### src/return_stack_defines.svh
// Notes on behaviour
// [RULE1] The stack holds sixteen entries of fifteen bits, one program counter each.
// [RULE2] Stack storage sits apart from program and data memory spaces.
// [RULE3] Calls, calls via working register and interrupt vectoring push the program counter.
// [RULE4] Plain return, return with literal and return from interrupt pop the stack.
// [RULE5] Push and pop never touch the program counter high latch.
// [RULE6] With fault reset off the stack wraps: push seventeen overwrites push one.
// [RULE7] Overflow and underflow set their flags whether fault reset is on or off.
// [RULE8] Software moves the pointer, then reads or writes the top entry pair.
// [RULE9] The pointer is five bits, one extra bit for overflow and underflow.
// [RULE10] Push increments the pointer first, then writes the program counter there.
// [RULE11] Return takes the pointed entry first, then decrements the pointer.
// [RULE12] After reset the stack is empty with the pointer at 0x1F.
// [RULE13] Empty stack with fault reset on reads the top entry as zero.
// [RULE14] Empty stack with fault reset off reads the top entry from entry 0x0E.
// [RULE15] With fault reset on, overflow or underflow also requests a device reset.
// [RULE16] High register holds entry bits fourteen to eight, low register bits seven to zero.
`ifndef RETURN_STACK_DEFINES_SVH
`define RETURN_STACK_DEFINES_SVH

// =====================================================
// geometry
`define STACK_DEPTH 16
`define PC_WIDTH 15
`define PTR_WIDTH 5
`define INDEX_WIDTH 4

// =====================================================
// pointer values
`define PTR_RESET 5'h1F
`define PTR_FULL 5'h0F
`define PTR_STEP 5'h01
`define EMPTY_ALIAS 4'hE

// =====================================================
// register byte offsets
`define OFF_POINTER 8'h00
`define OFF_TOP_LOW 8'h04
`define OFF_TOP_HIGH 8'h08
`define OFF_CONTROL 8'h0C

// =====================================================
// control register fields
`define BIT_FAULT_EN 0
`define BIT_OVERFLOW 1
`define BIT_UNDERFLOW 2
`define FAULT_EN_RESET 1'b1

// =====================================================
// ahb encodings
`define HTRANS_NONSEQ_BIT 1
`define HRESP_OKAY 1'b0

`endif

### src/return_stack_pkg.sv
`include "return_stack_defines.svh"

package return_stack_pkg;
    typedef logic [`PC_WIDTH-1:0] pc_t;
    typedef logic [`PTR_WIDTH-1:0] ptr_t;
    typedef logic [`INDEX_WIDTH-1:0] index_t;
endpackage

### src/hardware_return_stack.sv
`timescale 1ns/1ns
`include "return_stack_defines.svh"

// =====================================================
// return address stack with ahb-lite register access
module hardware_return_stack
    import return_stack_pkg::*;
(
    input wire logic hclk,
    input wire logic hresetn,
    input wire logic hsel,
    input wire logic [31:0] haddr,
    input wire logic [1:0] htrans,
    input wire logic hwrite,
    input wire logic [2:0] hsize,
    input wire logic [31:0] hwdata,
    input wire logic hready,
    output logic hreadyout,
    output logic hresp,
    output logic [31:0] hrdata,
    input wire logic push_request,
    input wire pc_t push_pc,
    input wire logic pop_request,
    output pc_t return_pc,
    output logic stack_fault_reset_request,
    output logic stack_overflow_flag,
    output logic stack_underflow_flag
);

    // =====================================================
    // state
    ptr_t return_stack_pointer;
    logic stack_fault_reset_enable;
    logic dp_valid;
    logic dp_write;
    logic [7:0] dp_addr;
    pc_t top_raw;

    // =====================================================
    // ahb address phase capture
    wire addr_take = hsel && hready && htrans[`HTRANS_NONSEQ_BIT];

    // hsize is ignored: only whole-word transfers are in use
    always_ff @(posedge hclk or negedge hresetn) begin
        if (!hresetn) begin
            dp_valid <= 1'b0;
            dp_write <= 1'b0;
            dp_addr <= 8'h00;
        end else if (hready) begin
            dp_valid <= addr_take;
            dp_write <= hwrite;
            dp_addr <= haddr[7:0];
        end
    end

    // zero wait states, always okay
    assign hreadyout = 1'b1;
    assign hresp = `HRESP_OKAY;

    // =====================================================
    // data phase decode
    wire wr_phase = dp_valid && dp_write;
    wire rd_phase = dp_valid && !dp_write;
    wire hit_pointer = (dp_addr == `OFF_POINTER);
    wire hit_low = (dp_addr == `OFF_TOP_LOW);
    wire hit_high = (dp_addr == `OFF_TOP_HIGH);
    wire hit_control = (dp_addr == `OFF_CONTROL);
    wire ctrl_wr = wr_phase && hit_control;

    // =====================================================
    // core requests: a push wins if the core ever asks for both
    // [RULE3] push on call
    wire push_act = push_request;
    // [RULE4] pop on return
    wire pop_act = pop_request && !push_request;
    wire core_busy = push_act || pop_act;
    // bus writes to stack state yield to core activity in the same cycle
    wire ptr_wr = wr_phase && hit_pointer && !core_busy;
    wire low_wr = wr_phase && hit_low && !core_busy;
    wire high_wr = wr_phase && hit_high && !core_busy;

    // =====================================================
    // fault detection
    wire is_empty = (return_stack_pointer == `PTR_RESET);
    // [RULE9] five-bit pointer shows full and empty
    wire overflow_event = push_act && (return_stack_pointer == `PTR_FULL);
    wire underflow_event = pop_act && is_empty;

    // =====================================================
    // next pointer
    ptr_t next_ptr;
    // [RULE10] increment before the write
    wire ptr_t ptr_inc = return_stack_pointer + `PTR_STEP;
    // [RULE11] decrement after the entry is returned
    wire ptr_t ptr_dec = return_stack_pointer - `PTR_STEP;
    // [RULE8] software positions the pointer
    wire ptr_t ptr_sw = hwdata[`PTR_WIDTH-1:0];

    // [RULE6] low four bits wrap so push seventeen lands on entry zero
    assign next_ptr = push_act ? ptr_inc :
                      pop_act ? ptr_dec :
                      ptr_wr ? ptr_sw :
                      return_stack_pointer;

    // [RULE12] empty pointer after reset
    always_ff @(posedge hclk or negedge hresetn) begin
        if (!hresetn) begin
            return_stack_pointer <= `PTR_RESET;
        end else begin
            return_stack_pointer <= next_ptr;
        end
    end

    // =====================================================
    // entry selection
    // [RULE14] empty pointer looks at the alias entry
    wire index_t next_index = (next_ptr == `PTR_RESET) ? `EMPTY_ALIAS : next_ptr[`INDEX_WIDTH-1:0];
    wire index_t cur_index = is_empty ? `EMPTY_ALIAS : return_stack_pointer[`INDEX_WIDTH-1:0];

    // =====================================================
    // storage write port
    // [RULE16] low byte and high seven bits are patched separately
    wire pc_t low_merge = {top_raw[`PC_WIDTH-1:8], hwdata[7:0]};
    wire pc_t high_merge = {hwdata[`PC_WIDTH-9:0], top_raw[7:0]};
    wire mem_we = push_act || low_wr || high_wr;
    wire index_t mem_waddr = push_act ? next_ptr[`INDEX_WIDTH-1:0] : cur_index;
    wire pc_t mem_wdata = push_act ? push_pc : (low_wr ? low_merge : high_merge);

    // [RULE1] sixteen by fifteen entries
    // [RULE2] private array, not mapped into any memory space
    stack_memory storage (
        .hclk(hclk),
        .hresetn(hresetn),
        .write_enable(mem_we),
        .write_index(mem_waddr),
        .write_data(mem_wdata),
        .read_index(next_index),
        .read_data(top_raw)
    );

    // =====================================================
    // top entry view
    // [RULE13] empty with fault reset on reads zero
    wire pc_t top_entry = (is_empty && stack_fault_reset_enable) ? '0 : top_raw;
    wire [7:0] top_entry_low = top_entry[7:0];
    wire [6:0] top_entry_high = top_entry[`PC_WIDTH-1:8];

    // [RULE11] returned address is the pointed entry before decrement
    assign return_pc = top_entry;

    // [RULE5] no port to the high latch, so push and pop cannot alter it

    // =====================================================
    // flags: hardware set wins over a software clear
    wire clr_ovf = ctrl_wr && !hwdata[`BIT_OVERFLOW];
    wire clr_unf = ctrl_wr && !hwdata[`BIT_UNDERFLOW];
    // [RULE7] flags set in both fault modes
    wire next_overflow = overflow_event || (stack_overflow_flag && !clr_ovf);
    wire next_underflow = underflow_event || (stack_underflow_flag && !clr_unf);
    // [RULE15] fault requests a device reset when enabled
    wire fault_req_set = stack_fault_reset_enable && (overflow_event || underflow_event);

    // flags are written back as zero to clear, ones leave them alone
    always_ff @(posedge hclk or negedge hresetn) begin
        if (!hresetn) begin
            stack_overflow_flag <= 1'b0;
            stack_underflow_flag <= 1'b0;
        end else begin
            stack_overflow_flag <= next_overflow;
            stack_underflow_flag <= next_underflow;
        end
    end

    // request holds until the device reset that it asks for
    always_ff @(posedge hclk or negedge hresetn) begin
        if (!hresetn) begin
            stack_fault_reset_request <= 1'b0;
        end else if (fault_req_set) begin
            stack_fault_reset_request <= 1'b1;
        end
    end

    // fault reset enable stands in for the configuration bit
    always_ff @(posedge hclk or negedge hresetn) begin
        if (!hresetn) begin
            stack_fault_reset_enable <= `FAULT_EN_RESET;
        end else if (ctrl_wr) begin
            stack_fault_reset_enable <= hwdata[`BIT_FAULT_EN];
        end
    end

    // =====================================================
    // read data mux, valid during the data phase
    wire [31:0] rd_pointer = {27'h000_0000, return_stack_pointer};
    wire [31:0] rd_low = {24'h00_0000, top_entry_low};
    wire [31:0] rd_high = {25'h000_0000, top_entry_high};
    wire [31:0] rd_control = {29'h0000_0000, stack_underflow_flag, stack_overflow_flag,
                              stack_fault_reset_enable};

    // [RULE8] pointer and top entry pair read back
    // a read that follows a write sees the written value: the mux looks at live flops
    assign hrdata = !rd_phase ? 32'h0000_0000 :
                    hit_pointer ? rd_pointer :
                    hit_low ? rd_low :
                    hit_high ? rd_high :
                    hit_control ? rd_control :
                    32'h0000_0000;
endmodule // hardware_return_stack

### src/stack_memory.sv
`timescale 1ns/1ns
`include "return_stack_defines.svh"

// =====================================================
// stack storage with registered read port
module stack_memory
    import return_stack_pkg::*;
(
    input wire logic hclk,
    input wire logic hresetn,
    input wire logic write_enable,
    input wire index_t write_index,
    input wire pc_t write_data,
    input wire index_t read_index,
    output pc_t read_data
);
    pc_t entries [0:`STACK_DEPTH-1];

    // array has no reset: contents are undefined until pushed or written over the bus
    always_ff @(posedge hclk) begin
        if (write_enable) begin
            entries[write_index] <= write_data;
        end
    end

    // write-through keeps the read port in step with a same-cycle write
    always_ff @(posedge hclk or negedge hresetn) begin
        if (!hresetn) begin
            read_data <= '0;
        end else if (write_enable && (write_index == read_index)) begin
            read_data <= write_data;
        end else begin
            read_data <= entries[read_index];
        end
    end
endmodule // stack_memory

### config.mk
export PLATFORM = sky130hd
export DESIGN_NAME = hardware_return_stack
export DESIGN_NICKNAME = d
export VERILOG_FILES = /design/src/return_stack_pkg.sv /design/src/hardware_return_stack.sv /design/src/stack_memory.sv
export VERILOG_INCLUDE_DIRS = /design/src
export SDC_FILE = /design/constraint.sdc
export NUM_CORES = 1
export LEC_CHECK = 0
export ABC_AREA = 1
export BUFFER_PORTS_ARGS = -buffer_cell sky130_fd_sc_hd__buf_2
export CORE_AREA = 2 2 204 206
export CTS_CLUSTER_SIZE = 20
export DETAILED_ROUTE_END_ITERATION = 7
export DIE_AREA = 0 0 206 208
export SYNTH_ARGS = -nofsm -noshare
export SYNTH_HDL_FRONTEND = slang
export SYNTH_HIERARCHICAL = 1
export SYNTH_SLANG_ARGS = --single-unit
### constraint.sdc
create_clock -name hclk -period 5.3 [get_ports hclk]
set_input_delay 0.53 -clock hclk [delete_from_list [all_inputs] [get_ports hclk]]
set_output_delay 0.53 -clock hclk [all_outputs]
set_load 0.005 [all_outputs]
==> summary by stage, run 1 <==
Critical path
The endpoint identified for the worst register-to-register timing path is storage/read_data[2]. The startpoint type of the worst setup path is a flip-flop. Data arrives at the worst endpoint at 4.30 ns. The critical path goes through inv_1, ha_1, nand2_1, o21ai_0, nand3b_2, nand2_1, nor2_1, nor2_4, buf_4, buf_4, nand2_1, nand3_1, nand3_1, nand3_1, nand2_1, nand2_1, nand2_1.

For this design, the slowest cell found on the critical path is buf_4. The number of cells traversed by the worst register-to-register path is 17. The maximum fanout encountered on the critical timing path is 87. The kind of capture point of the worst setup path is a flip-flop. The worst reg-to-reg setup slack is 1.42 ns. The category of the most critical setup path is reg2reg. The cell seen most often among critical-path stages is nand2_1. In this run the critical register-to-register path is launched from return_stack_pointer[0]. The critical path required time is 5.72 ns. On the worst path, the slowest cell contributes a delay of 0.83 ns.

Outcome
The flow ran to the end, and the final reports show no timing, DRC or antenna violations.

STA
The highest clock frequency the design can meet is 0.258 GHz. The final critical path takes up 73.2% of the cycle. Across the routed clock network, the largest skew measured is 0.0117 ns. Measured against its own limit, the worst slew margin works out to 16.4%. The count of endpoints failing hold in the final timing report is 0. Setup total negative slack on the finished layout was measured at 0 ns.

Setup repair after global routing left no endpoint under its margin. At the pin with the least slew margin, the transition time is 1.25 ns. The final max-slew violation count is 0.

The total setup violations reported at the end of the flow is 0. Subtracting the final worst setup slack from the clock period gives 3.88 ns.

Clock tree
Clock tree synthesis selected as its root buffer the cell clkbuf_16. The number of sinks on the clock net is 274. The number of hold buffers added after cts is 0. The maximum buffer depth of the clock tree is 3. After clock tree synthesis, the repair step resized 0 gates. Buffers inserted during clock tree synthesis total 29. Once the clock tree was built, the setup fixing pass inserted 0 buffers.

The clock-pin transition on the worst setup and hold timing paths is 0.06 ns. In this run the number of H-tree levels came out at 1. The later pin in the worst-skew pair is clocked with a latency of 0.54 ns. TritonCTS built the clock tree.

Final layout
The filler cells instantiated in the layout total 4025. The area overhead of the layout relative to synthesis is 11.7%. In the layout the commonest cells are nand2_1 (414), edfxtp_1 (240), inv_1 (223).

The number of antenna repair diodes is 0. The area occupied by multi-input gates is 0.00378 mm2. Once layout is complete, the utilization of the core stands at 36.5%.

After routing the design area is 0.0148 mm2. In the final layout, flip-flops and latches occupy 0.00807 mm2. The proportion of layout cells with a drive suffix above 1 is 13.3%. The leading cell type in the layout, fill and taps excluded is nand2_1.

The final layout contains 1531 nets.

Yosys
The synthesized netlist occupies a cell area of 0.0132 mm2. Synthesis handed over a netlist of 1382 instances. The async set-reset flop share out of synthesis is 12.4%. The synthesized design contains 274 register bits. In the synthesized netlist the dominant register cell turns out to be edfxtp_1. The total of warnings raised by yosys is 6. After synthesis, the mean cell area works out to 9.58 um2.

Yosys mapped the design onto 41 distinct sky130hd cell types. The sequential cell area fraction in the yosys report is 60.9%. In this run, synthesis inferred 240 flip-flops with an integrated enable.

Die
After floorplanning, the core was divided into 74 placement rows. The die area is 0.0428 mm2. The starting density of the core is 32.6%.

For this design the top-level I/O count stands at 143. The core region area is 0.0406 mm2. The floorplan step set the die height to 208 um.

In this run the horizontal extent of the chip is 206 um.

Routing
The post-detailed-routing wire length is 32000 um. Signal routing reaches up to met4. The total via count in the routed design is 9202. The routed length on met2 is 15400 um. The ratio of routed vias to standard cells is 4.62.

The initial detailed-routing violation count is 654. In the routed design, unresolved DRC markers number 0. Dividing the detail-routed wire length by the instance count gives 16.1 um. The length of the first detailed-routing pass in iterations is 5. The number of routed nets with antenna violations is 0. The routed length on met1 is 13800 um.

Detailed routing placed a total of 1630 um of wire on met3.

Global route
Entering global routing, the biggest net connects 88 pins. The wire length of the first global-routing pass is 50300 um. The number of global-route vias before repair is 9087. For this run, the total global-route usage over all layers was measured as 15.0%. The total overflow left after global routing is 0. The initial antenna violation count is 0.

Min path
The worst min-delay path class is in2async.

Place
The count of buffers added on input and output ports is 64. The wire-length estimate of the detail-placed layout is 19200 um. Routability-driven placement finished with a final weighted congestion of 0.847. The post-detailed-placement cell area is 0.0139 mm2.

Power and ir drop
The analysis attributes to cell leakage a power of 6.52 nW. For this design the ratio of total power to cell area is 485 mW/mm2. The peak supply drop is 0.282 mV.

Job
The max-cap violation count is 0.
==> synth_stat cells (8+ instances only) <==
library cell | number | area (um2)
inv_1 | 223 | 837
a21oi_1 | 9 | 45.0
edfxtp_1 | 240 | 7210
buf_4 | 28 | 210
buf_2 | 19 | 95.1
o21ai_1 | 21 | 105
a31oi_1 | 8 | 50.1
nand3_1 | 200 | 1000
o21ai_0 | 18 | 90.1
nand4_1 | 17 | 106
dfrtp_1 | 28 | 701
nand2_1 | 414 | 1550
nor2_1 | 55 | 206
buf_6 | 25 | 282
clkbuf_1 | 12 | 45.0
==> per-stage QoR <==
stage	setup slack [ns]	total power, mW	hold WS, ns	cells
4_1_cts	1.46	7.21	0.0881	1990
3_3_place_gp	1.08	5.29	0.446	1937
6_report	1.42	7.17	0.0617	1990
5_1_grt	1.12	7.61	0.109	1990
2_1_floorplan	2.51	4.61	0.234	1406
3_5_place_dp	1.07	5.32	0.448	1937
==> critical path, delay by kind of cell (launching register included) <==
kind / cells / cell delay (ns)
buffers and inverters: 3 / 1.36
AND/OR/NAND/NOR: 12 / 1.28
flip-flops: 1 / 0.60
adder cells (fa/ha/maj): 1 / 0.31
AO/OA/AOI/OAI: 1 / 0.13
==> power breakdown <==
group          internal [mW]  total [mW]  switching, mW
registers               2.71        2.81         0.0973
logic                  0.697        2.47           1.78
clock network           1.08        1.88          0.803
==> area by class of cell <==
cell class,instances,share of cell area (%)
inverter,230,5.91
clock inverter,16,0.753
tap,532,4.50
sequential,274,54.5
clock buffer,37,5.25
multi-input combinational,813,25.6
timing repair buffer,88,3.47
==> kinds of logic (layout without fill, tap and decap cells) <==
family	after synthesis	in the layout	synth area share (%)
compound gates	64	64	2.76
xor+xnor	2	2	0.132
other cells	2	26	0.0567
flops	274	274	60.9
mux	7	7	0.595
buf+inv	319	371	11.6
simple gates	710	710	23.6
fa+ha+maj	4	4	0.378
==> state kept, by name, summed over array words and instances, names as in the netlist <==
register,count
dp_valid,1
storage/entries,240
dp_addr,8
stack_underflow_flag,1
storage/read_data,15
stack_fault_reset_enable,1
stack_fault_reset_request,1
return_stack_pointer,5
dp_write,1
stack_overflow_flag,1
==> how the worst max path moves through the flow <==
stage	cells past startpoint	endpoint	start
floorplan	8	storage/entries[10][0]	return_stack_pointer[0]
global placement	17	storage/read_data[2]	push_request
detailed placement	17	storage/read_data[2]	push_request
CTS	17	storage/read_data[2]	return_stack_pointer[0]
global route	18	storage/read_data[4]	return_stack_pointer[0]
finish	17	storage/read_data[2]	return_stack_pointer[0]
==> per-layer routing <==
metal,vias to the layer above,track usage [%]
li1,4515,-
met1,4393,19.1
met2,226,25.9
met3,68,2.08
met4,0,5.62
met5,-,0
(Power assumes the default switching activity.)
==> inputs of run 2 (changes only) <==
--- a/config.mk
+++ b/config.mk
@@ -6,12 +6,12 @@
 export SDC_FILE = /design/constraint.sdc
 export NUM_CORES = 1
 export LEC_CHECK = 0
-export ABC_AREA = 1
+export ABC_AREA = 0
 export BUFFER_PORTS_ARGS = -buffer_cell sky130_fd_sc_hd__buf_2
-export CORE_AREA = 2 2 204 206
+export CORE_AREA = 2 2 194 196
 export CTS_CLUSTER_SIZE = 20
 export DETAILED_ROUTE_END_ITERATION = 7
-export DIE_AREA = 0 0 206 208
+export DIE_AREA = 0 0 196 198
 export SYNTH_ARGS = -nofsm -noshare
 export SYNTH_HDL_FRONTEND = slang
 export SYNTH_HIERARCHICAL = 1
==> constraint.sdc (replaced) <==
create_clock -name hclk -period 3.2 [get_ports hclk]
set_input_delay 0.32 -clock hclk [delete_from_list [all_inputs] [get_ports hclk]]
set_output_delay 0.32 -clock hclk [all_outputs]
set_load 0.005 [all_outputs]
==> run 2 against run 1 <==
Compared with the run above:
- the flow now finishes with violations (negative setup slack)
- total power increased by 91%
- register-to-register slack lost 1.6 ns
- die area down 9.4%
- count of clock-buffer cells in the layout shrank 4
- cell area shrank 0.17%
- clock power up 64%
- cell count is 33% lower
- via count fell by 29%
- first-iteration DRC count decreased by 34%
- worst hold slack worse by 0.035 ns
- critical path type unchanged
- highest routed layer unchanged
==> summary by stage, run 2 <==
Outcome
The flow ran to the end, but the final reports show violations. The checks that failed: negative setup slack.

Global route
The largest net degree at the start of global routing is 35. The global routing usage summed across all routing layers is 14.1%. The wire length of the first global-routing pass is 41300 um. The initial antenna violation count is 0. The number of global-route vias before repair came to 6581. The sum of overflow across all layers after global routing is 0.

Die
The number of placement rows is 71. Measured along the y axis, the die boundary spans 198 um. The die covers 0.0388 mm2. The overall die width is 196 um. In this run the standard cell core region covers 0.0370 mm2. The top-level port count is 143. For this configuration, the core starts out at a cell density of 32.3%.

Yosys
Averaged over all synthesized cells, the footprint is 17.7 um2. The prevailing post-synth register cell is edfxtp_1. The total of warnings raised by yosys is 6. After synthesis the netlist holds a flip-flop and latch count of 274.

Of all cell types, the one taking the most synthesized area is edfxtp_1. The async set-reset flop share out of synthesis is 12.4%. Of the post-synthesis cell area, the dominant cell type holds 60.4%. The number of enable flip-flop cells after synthesis is 240. Counting instances in the post-synthesis netlist gives the leading cell types as edfxtp_1 (240), mux2i_1 (66), mux4_2 (43), nand2_1 (33). After synthesis, the cell types taking the most area are edfxtp_1 (60%), mux4_2 (8.1%), dfrtp_1 (5.9%), mux2i_1 (5.5%), mux4_1 (4.0%).

The most frequently used cell type in the post-synthesis netlist is edfxtp_1. The count of distinct cell types in the synthesized netlist is 50. The synthesized netlist occupies a cell area of 0.0119 mm2. Summing the sequential cell areas from Yosys gives 67.6% of the chip area. After technology mapping, the gate count stands at 672.

STA
The smallest setup slack after layout is -0.215 ns. Hold is met by 0.0268 ns. Static timing analysis puts the maximum clock frequency at 0.293 GHz. The total setup violations reported at the end of the flow is 15. The final max-slew violation count is 0.

The count of endpoints failing hold in the final timing report is 0. The headroom to the max-slew limit is 13.8%. The worst path uses 107% of the clock period. The clock arrives with 0.00989 ns of skew. The final critical path time including I/O delays and setup is 3.41 ns. Setup repair after global routing could not meet its margin everywhere. For the pin with the worst max-slew slack, the measured transition is 1.28 ns.

Critical path
The source of the worst register-to-register timing path is dp_addr[0]. At the worst endpoint, the required time is 3.62 ns. The cell seen most often among critical-path stages is mux2i_1. STA puts the critical path data arrival time at 3.83 ns. The startpoint type of the worst setup path is a flip-flop. The setup path with the least slack is of type reg2reg.

STA classifies the critical path endpoint as a flip-flop. The critical path goes through nor4_4, nand4_4, mux2i_4, a221oi_4, a41oi_4, buf_12, buf_16, mux4_2, mux2i_1, mux2i_1, mux2_4. For the worst flop-to-flop path, the logic depth is 11. The worst register-to-register path has a setup slack of -0.21 ns. For this run, the slowest stage of the critical path takes 0.43 ns. The slowest stage of the critical path belongs to the cell dfrtp_1. Along the worst path, the maximum fanout reaches 8. The endpoint identified for the worst register-to-register timing path is storage/read_data[14].

Clock tree
Clock-pin slew was measured on the worst setup and hold paths at 0.06 ns. The total clock buffers created by CTS is 28. The tree built by TritonCTS fans out to 274 sinks. In this run the number of H-tree levels came out at 1. The maximum buffer depth of the clock tree is 3. The later pin in the worst-skew pair is clocked with a latency of 0.53 ns.

CTS placed an instance of clkbuf_16 at the clock tree root. TritonCTS built the clock tree.

Place
Detailed placement finished with a half-perimeter wire length of 17700 um. During placement, the flow inserted port buffers numbering 64. The congestion estimate from routability-driven global placement came to 0.883. The setup slack at placement is -0.403 ns.

Final layout
Leaving out fill and tap cells, the most frequent cell in the layout is edfxtp_1. The final net count is 937. Cells with a size suffix above 1 make up 39.5% of the layout.

In the final layout, the registers with the most flip-flops are storage/entries: 240 flops, storage/read_data: 15 flops, dp_addr: 8 flops. The register area is 0.00807 mm2. storage/entries holds more flip-flops than any other register. The number of antenna repair diodes is 0.

The flip-flop count of the largest register, all copies and words added is 240. The area occupied by multi-input gates is 0.00373 mm2. The count of filler cells inserted in the layout is 3309.

From synthesis to final layout, the design area changed by 23.8%. The top cell types in the final layout, fill and taps aside, are edfxtp_1 (240), buf_4 (88), buf_2 (64).

Min path
The hold-critical path depth is 2. The worst min-delay path class is in2reg. The worst-case hold path end point is dp_addr[5]. The startpoint identified for the worst hold timing path is haddr[5].

Routing
The total via count in the routed design is 6529. The wire length per cell after detailed routing is 20.7 um. The number of routed nets with antenna violations is 0. For this run, design rule violations remaining after detail routing come to 0.

The ratio of routed vias to standard cells is 4.88. The first routing iteration left 434 violations. Summed over all layers, the routed wires come to 27600 um.

The length of the first detailed-routing pass in iterations is 4.

Job
The max-cap violation count is 0.

Power and ir drop
The cell area power density is 925 mW/mm2. The worst-case IR drop observed on VDD is 0.390 mV. In this run the static leakage power is 5.32 nW.
[run 2: changes by cell type after synthesis, sizes merged, moves of 15 or more]
cell | before | now
mux4 | 0 | 61
mux2 | 7 | 26
nand2 | 422 | 33
inv | 229 | 8
nand4 | 17 | 2
mux2i | 0 | 66
nor2 | 64 | 27
nand3 | 204 | 5
and2 | 0 | 17
buf | 77 | 42
[run 2: cell type report]
type	count	share of cell area, %
well taps	474	4.02
clock inverters	18	0.983
clock buffers	33	5.02
flip-flops and latches	274	54.6
inverters	8	0.203
repair buffers	177	9.85
multi-input cells	353	25.3
[run 2: how the worst max path moves through the flow]
stage                                        from                     to  slack [ns]
after detailed placement               dp_addr[7]  storage/read_data[14]       -0.40
after global routing                   dp_addr[0]   storage/read_data[5]       -0.34
after floorplan           return_stack_pointer[2]  storage/entries[4][0]        0.04
after CTS                              dp_addr[7]   storage/read_data[3]       -0.17
final                                  dp_addr[0]  storage/read_data[14]       -0.21
after global placement                 dp_addr[7]  storage/read_data[14]       -0.35
[run 2: worst max-delay path: cells and delay by family, from the launching register on]
kind	cells	cell delay [ns]
flops	1	0.43
compound gates	2	0.50
simple gates	2	0.64
buf+inv	2	0.35
mux	5	1.38
[run 2: power breakdown]
part           total (mW)  internal [mW]  switching (mW)
logic                5.76           3.05            2.71
clock network        3.09           1.81            1.28
registers            4.80           4.56           0.239
[run 2: per-stage QoR]
stage                     area [um2]  std cells  utilization, %  power (mW)  setup TNS, ns
final                          14800       1337            39.9        13.7          -2.60
after global routing           14800       1337            39.9        14.3          -8.78
after CTS                      14600       1334            39.6        13.5          -1.99
after detailed placement       13500       1271            36.5        9.97          -4.81
after global placement         13500       1271            36.5        9.91          -4.24
after floorplan                12000        696               -        8.04              0
[run 2: logic make-up after synthesis]
logic type | after synthesis | synth area share [%]
AO/OA/AOI/OAI | 50 | 2.59
XOR/XNOR | 8 | 0.587
adder cells (fa/ha/maj) | 4 | 0.420
buffers and inverters | 69 | 3.70
flip-flops | 274 | 67.6
multiplexers | 153 | 20.1
other | 2 | 0.0630
AND/OR/NAND/NOR | 112 | 4.94
[run 2: what timing repair did]
item	4_1_cts	5_1_grt
pin swaps	2	5
cloned	4	2
endpoints found under the setup margin	15	22
resized for setup	22	35
hold endpoints to repair	29	0
hold buffers	2	0
setup buffers	6	3
[run 2: per-layer routing]
| layer | vias to the layer above | global-route usage (%) | wire (um) |
|---|---|---|---|
| met3 | 34 | 1.72 | 1490 |
| li1 | 2931 | - | - |
| met4 | 0 | 3.65 | 519 |
| met2 | 209 | 24.3 | 13500 |
| met5 | - | 0 | 0 |
| met1 | 3355 | 19.0 | 12100 |
==> inputs of run 3 (changes only) <==
--- a/config.mk
+++ b/config.mk
@@ -8,10 +8,10 @@
 export LEC_CHECK = 0
 export ABC_AREA = 0
 export BUFFER_PORTS_ARGS = -buffer_cell sky130_fd_sc_hd__buf_2
-export CORE_AREA = 2 2 194 196
+export CORE_AREA = 2 2 223 170
 export CTS_CLUSTER_SIZE = 20
 export DETAILED_ROUTE_END_ITERATION = 7
-export DIE_AREA = 0 0 196 198
+export DIE_AREA = 0 0 225 172
 export SYNTH_ARGS = -nofsm -noshare
 export SYNTH_HDL_FRONTEND = slang
 export SYNTH_HIERARCHICAL = 1
==> run 3 against run 2 <==
Compared with the run above:
- the run still ends with negative setup slack left
- cell area is 0.15% higher
- critical path depth is 2 higher
- setup slack better by 0.039 ns
- worst hold slack worse by 0.016 ns
- first-iteration DRC count is 31% higher
- maximum frequency is 1.2% higher
- die area is 0.28% lower
- sequential share of layout area is 0.083 points lower
- sequential power hardly changed
- largest cell class unchanged
==> summary by stage, run 3 (synthesis results as in run 2) <==
Outcome
The run finished, with violations left. The checks that failed: negative setup slack.

Critical path
On the critical path, the stage with the largest delay is an instance of mux4_2. The critical path goes through nor4_4, nand4_2, buf_6, mux2i_4, a221oi_4, a41oi_4, buf_12, buf_12, buf_6, mux4_2, mux2i_1, mux2i_1, mux2_4. The critical path arrival is 3.81 ns. The startpoint type of the worst setup path is a flip-flop.

STA classifies the critical path endpoint as a flip-flop. The maximum fanout encountered on the critical timing path is 8. The biggest cell delay along the critical path is 0.43 ns. The critical path required time is 3.63 ns. The category of the most critical setup path is reg2reg.

Routing
The count of nets left with antenna violations once routing finished came out at 0. The post-detailed-routing wire length is 28600 um. In the routed design, unresolved DRC markers number 0. After detailed routing, the average wire length per cell comes to 21.3 um. The first routing iteration left 569 violations. The length of the first detailed-routing pass in iterations is 5. After detailed routing, the number of vias per cell comes to 5.00. The routed layout has 6701 vias.

Die
The die area is 0.0387 mm2. The floorplan step set the die width to 225 um. In this run the core area contains 61 standard-cell rows. The top-level port count is 143. The core region area is 0.0366 mm2.

The starting density of the core is 32.6%. From bottom edge to top edge, the die measures 172 um.

Power and ir drop
The peak supply drop is 0.447 mV. The total power consumption of the routed design is 13.7 mW. The switching power is 4.29 mW. Registers are responsible for 35.1% of the overall power. The power share of the clock group is 22.3%. Internal power comes to 9.44 mW. In this run the power density over the cells is 928 mW/mm2. The standby leakage power is 5.37 nW.

The combinational group share of total power is 42.6%. Of the total power, the share spent switching nets is 31.2%.

Final layout
In the final layout, the multi-input gates occupy 0.00375 mm2. The final non-filler cell total is 1341. The register with the most flip-flops in the layout has 240 of them. Relative to the synthesized area, the layout overhead comes to 23.9%. Counting flops per register, the top entry is storage/entries. The register area is 0.00807 mm2. Fill cells in the final layout number 3254. The final net count is 947.

Cells with a size suffix above 1 make up 40.6% of the layout. In the final layout, the registers with the most flip-flops are storage/entries: 240 flops, storage/read_data: 15 flops, dp_addr: 8 flops. The leading cell type in the layout, fill and taps excluded is edfxtp_1. The number of antenna repair diodes is 0.

The library cells used most frequently in the layout, excluding fill and tap cells, are edfxtp_1 (240), buf_4 (96), buf_2 (64).

STA
On the final layout, the worst clock skew is 0.00677 ns. The actual transition at the worst max-transition pin is 1.11 ns. Setup repair after global routing could not meet its margin everywhere. The highest clock frequency the design can meet is 0.296 GHz.

Setup violations remaining at the end of the flow were counted as 15. The smallest setup slack after layout is -0.176 ns. The final critical path time including I/O delays and setup is 3.38 ns.

In this run the tightest slew margin relative to its limit is 25.5%. The final-layout worst hold slack is 0.0111 ns. After layout, the worst path uses 105% of the clock period. The count of endpoints failing hold in the final timing report came to 0.

The final max-slew violation count is 0.

Clock tree
The clock passes through at most 3 buffers. After clock tree synthesis, the clock-pin slew on the worst setup and hold paths is 0.07 ns. The depth of the CTS H-tree is 1. The clock latency on the worst-skew pair is 0.54 ns. The clock tree from TritonCTS is yes. The clock net in this run drives a total of 274 sinks. The total clock buffers created by CTS is 25. The root buffer cell is clkbuf_16.

Place
The count of buffers from port buffering is 64. The congestion estimate from routability-driven global placement came to 0.908. The number of placed instances, taps included, is 1277. The wire-length estimate of the detail-placed layout is 19000 um.

Global route
Entering global routing, the biggest net connects 38 pins. The first global-routing pass estimated 41500 um of wire. The number of global-route vias before repair is 6505. The initial antenna violation count is 0. The sum of overflow across all layers after global routing is 0. Global routing consumed, over all layers together, 14.5% of the routing resources.

Job
The max-cap violation count is 0.

Min path
The min-delay analysis places its worst path in the category in2reg.
[run 3: cell count changes in the layout (fill, tap and decap cells not counted), moves of 4 or more]
cell       change
clkinv_1       -9
buf_4          +8
clkbuf_1       +5
clkbuf_16      -5
mux4_1         +4
mux4_2         -4
[run 3: worst paths after layout]
check / start / endpoint / slack, ns / cells past startpoint
max: dp_addr[7] / storage/read_data[4] / -0.18 / 13
min: haddr[1] / dp_addr[1] / 0.01 / 2
max reg2reg: dp_addr[7] / storage/read_data[4] / -0.18 / 13
min reg2reg: stack_fault_reset_request / stack_fault_reset_request / 0.48 / 1
max in group asynchronous: hresetn / storage/read_data[6] / 2.25 / 2
min in group asynchronous: hresetn / dp_addr[0] / 0.43 / 2
[run 3: power by group through the flow]
| stage | registers (mW) | clock network, mW | logic, mW |
|---|---|---|---|
| after floorplan | 4.77 | 0 | 3.27 |
| after global placement | 4.87 | 0 | 5.12 |
| after detailed placement | 4.89 | 0 | 5.16 |
| after CTS | 4.81 | 3.11 | 5.56 |
| after global routing | 4.86 | 3.26 | 6.22 |
| final | 4.82 | 3.06 | 5.85 |
[run 3: per-stage QoR]
stage               instance area [um2]  TNS, ns  util [%]  worst slack, ns
global route                      14800    -3.35      40.4           -0.303
detailed placement                13500    -3.98      37.0           -0.375
global placement                  13500    -3.30      37.0           -0.343
CTS                               14600    -1.46      40.0           -0.137
finish                            14800    -1.58      40.4           -0.176
floorplan                         12000        0         -           0.0351
[run 3: routing by layer]
metal	routed length, um	part of all wire [%]	track usage (%)	vias to the layer above
li1	-	-	-	2942
met1	13800	48	22.5	3467
met2	12300	43	21.1	253
met3	2060	7.2	3.02	39
met4	406	1.4	2.45	0
met5	0	0	0	-
[run 3: final cells by class]
class                   instances  share of cell area (%)
well taps                     472                    3.99
flip-flops and latches        274                    54.6
clock buffers                  34                    4.46
inverters                       8                   0.203
clock inverters                10                    1.14
repair buffers                190                    10.3
multi-input cells             353                    25.3
[run 3: worst max-delay path: cells and delay by family (launching register included)]
family                 cells  cell delay [ns]
flip-flops                 1             0.41
buffers and inverters      4             0.61
AND/OR/NAND/NOR            2             0.47
multiplexers               5             1.27
AO/OA/AOI/OAI              2             0.49
[run 3: repair_timing]
item                                    in CTS  in global routing
hold buffers                                 4                  0
endpoints found under the setup margin      17                 33
gates cloned                                 1                  1
pin swaps                                    5                  5
hold endpoints to repair                    31                  0
setup buffers                               11                  5
gates resized for setup                     30                 39
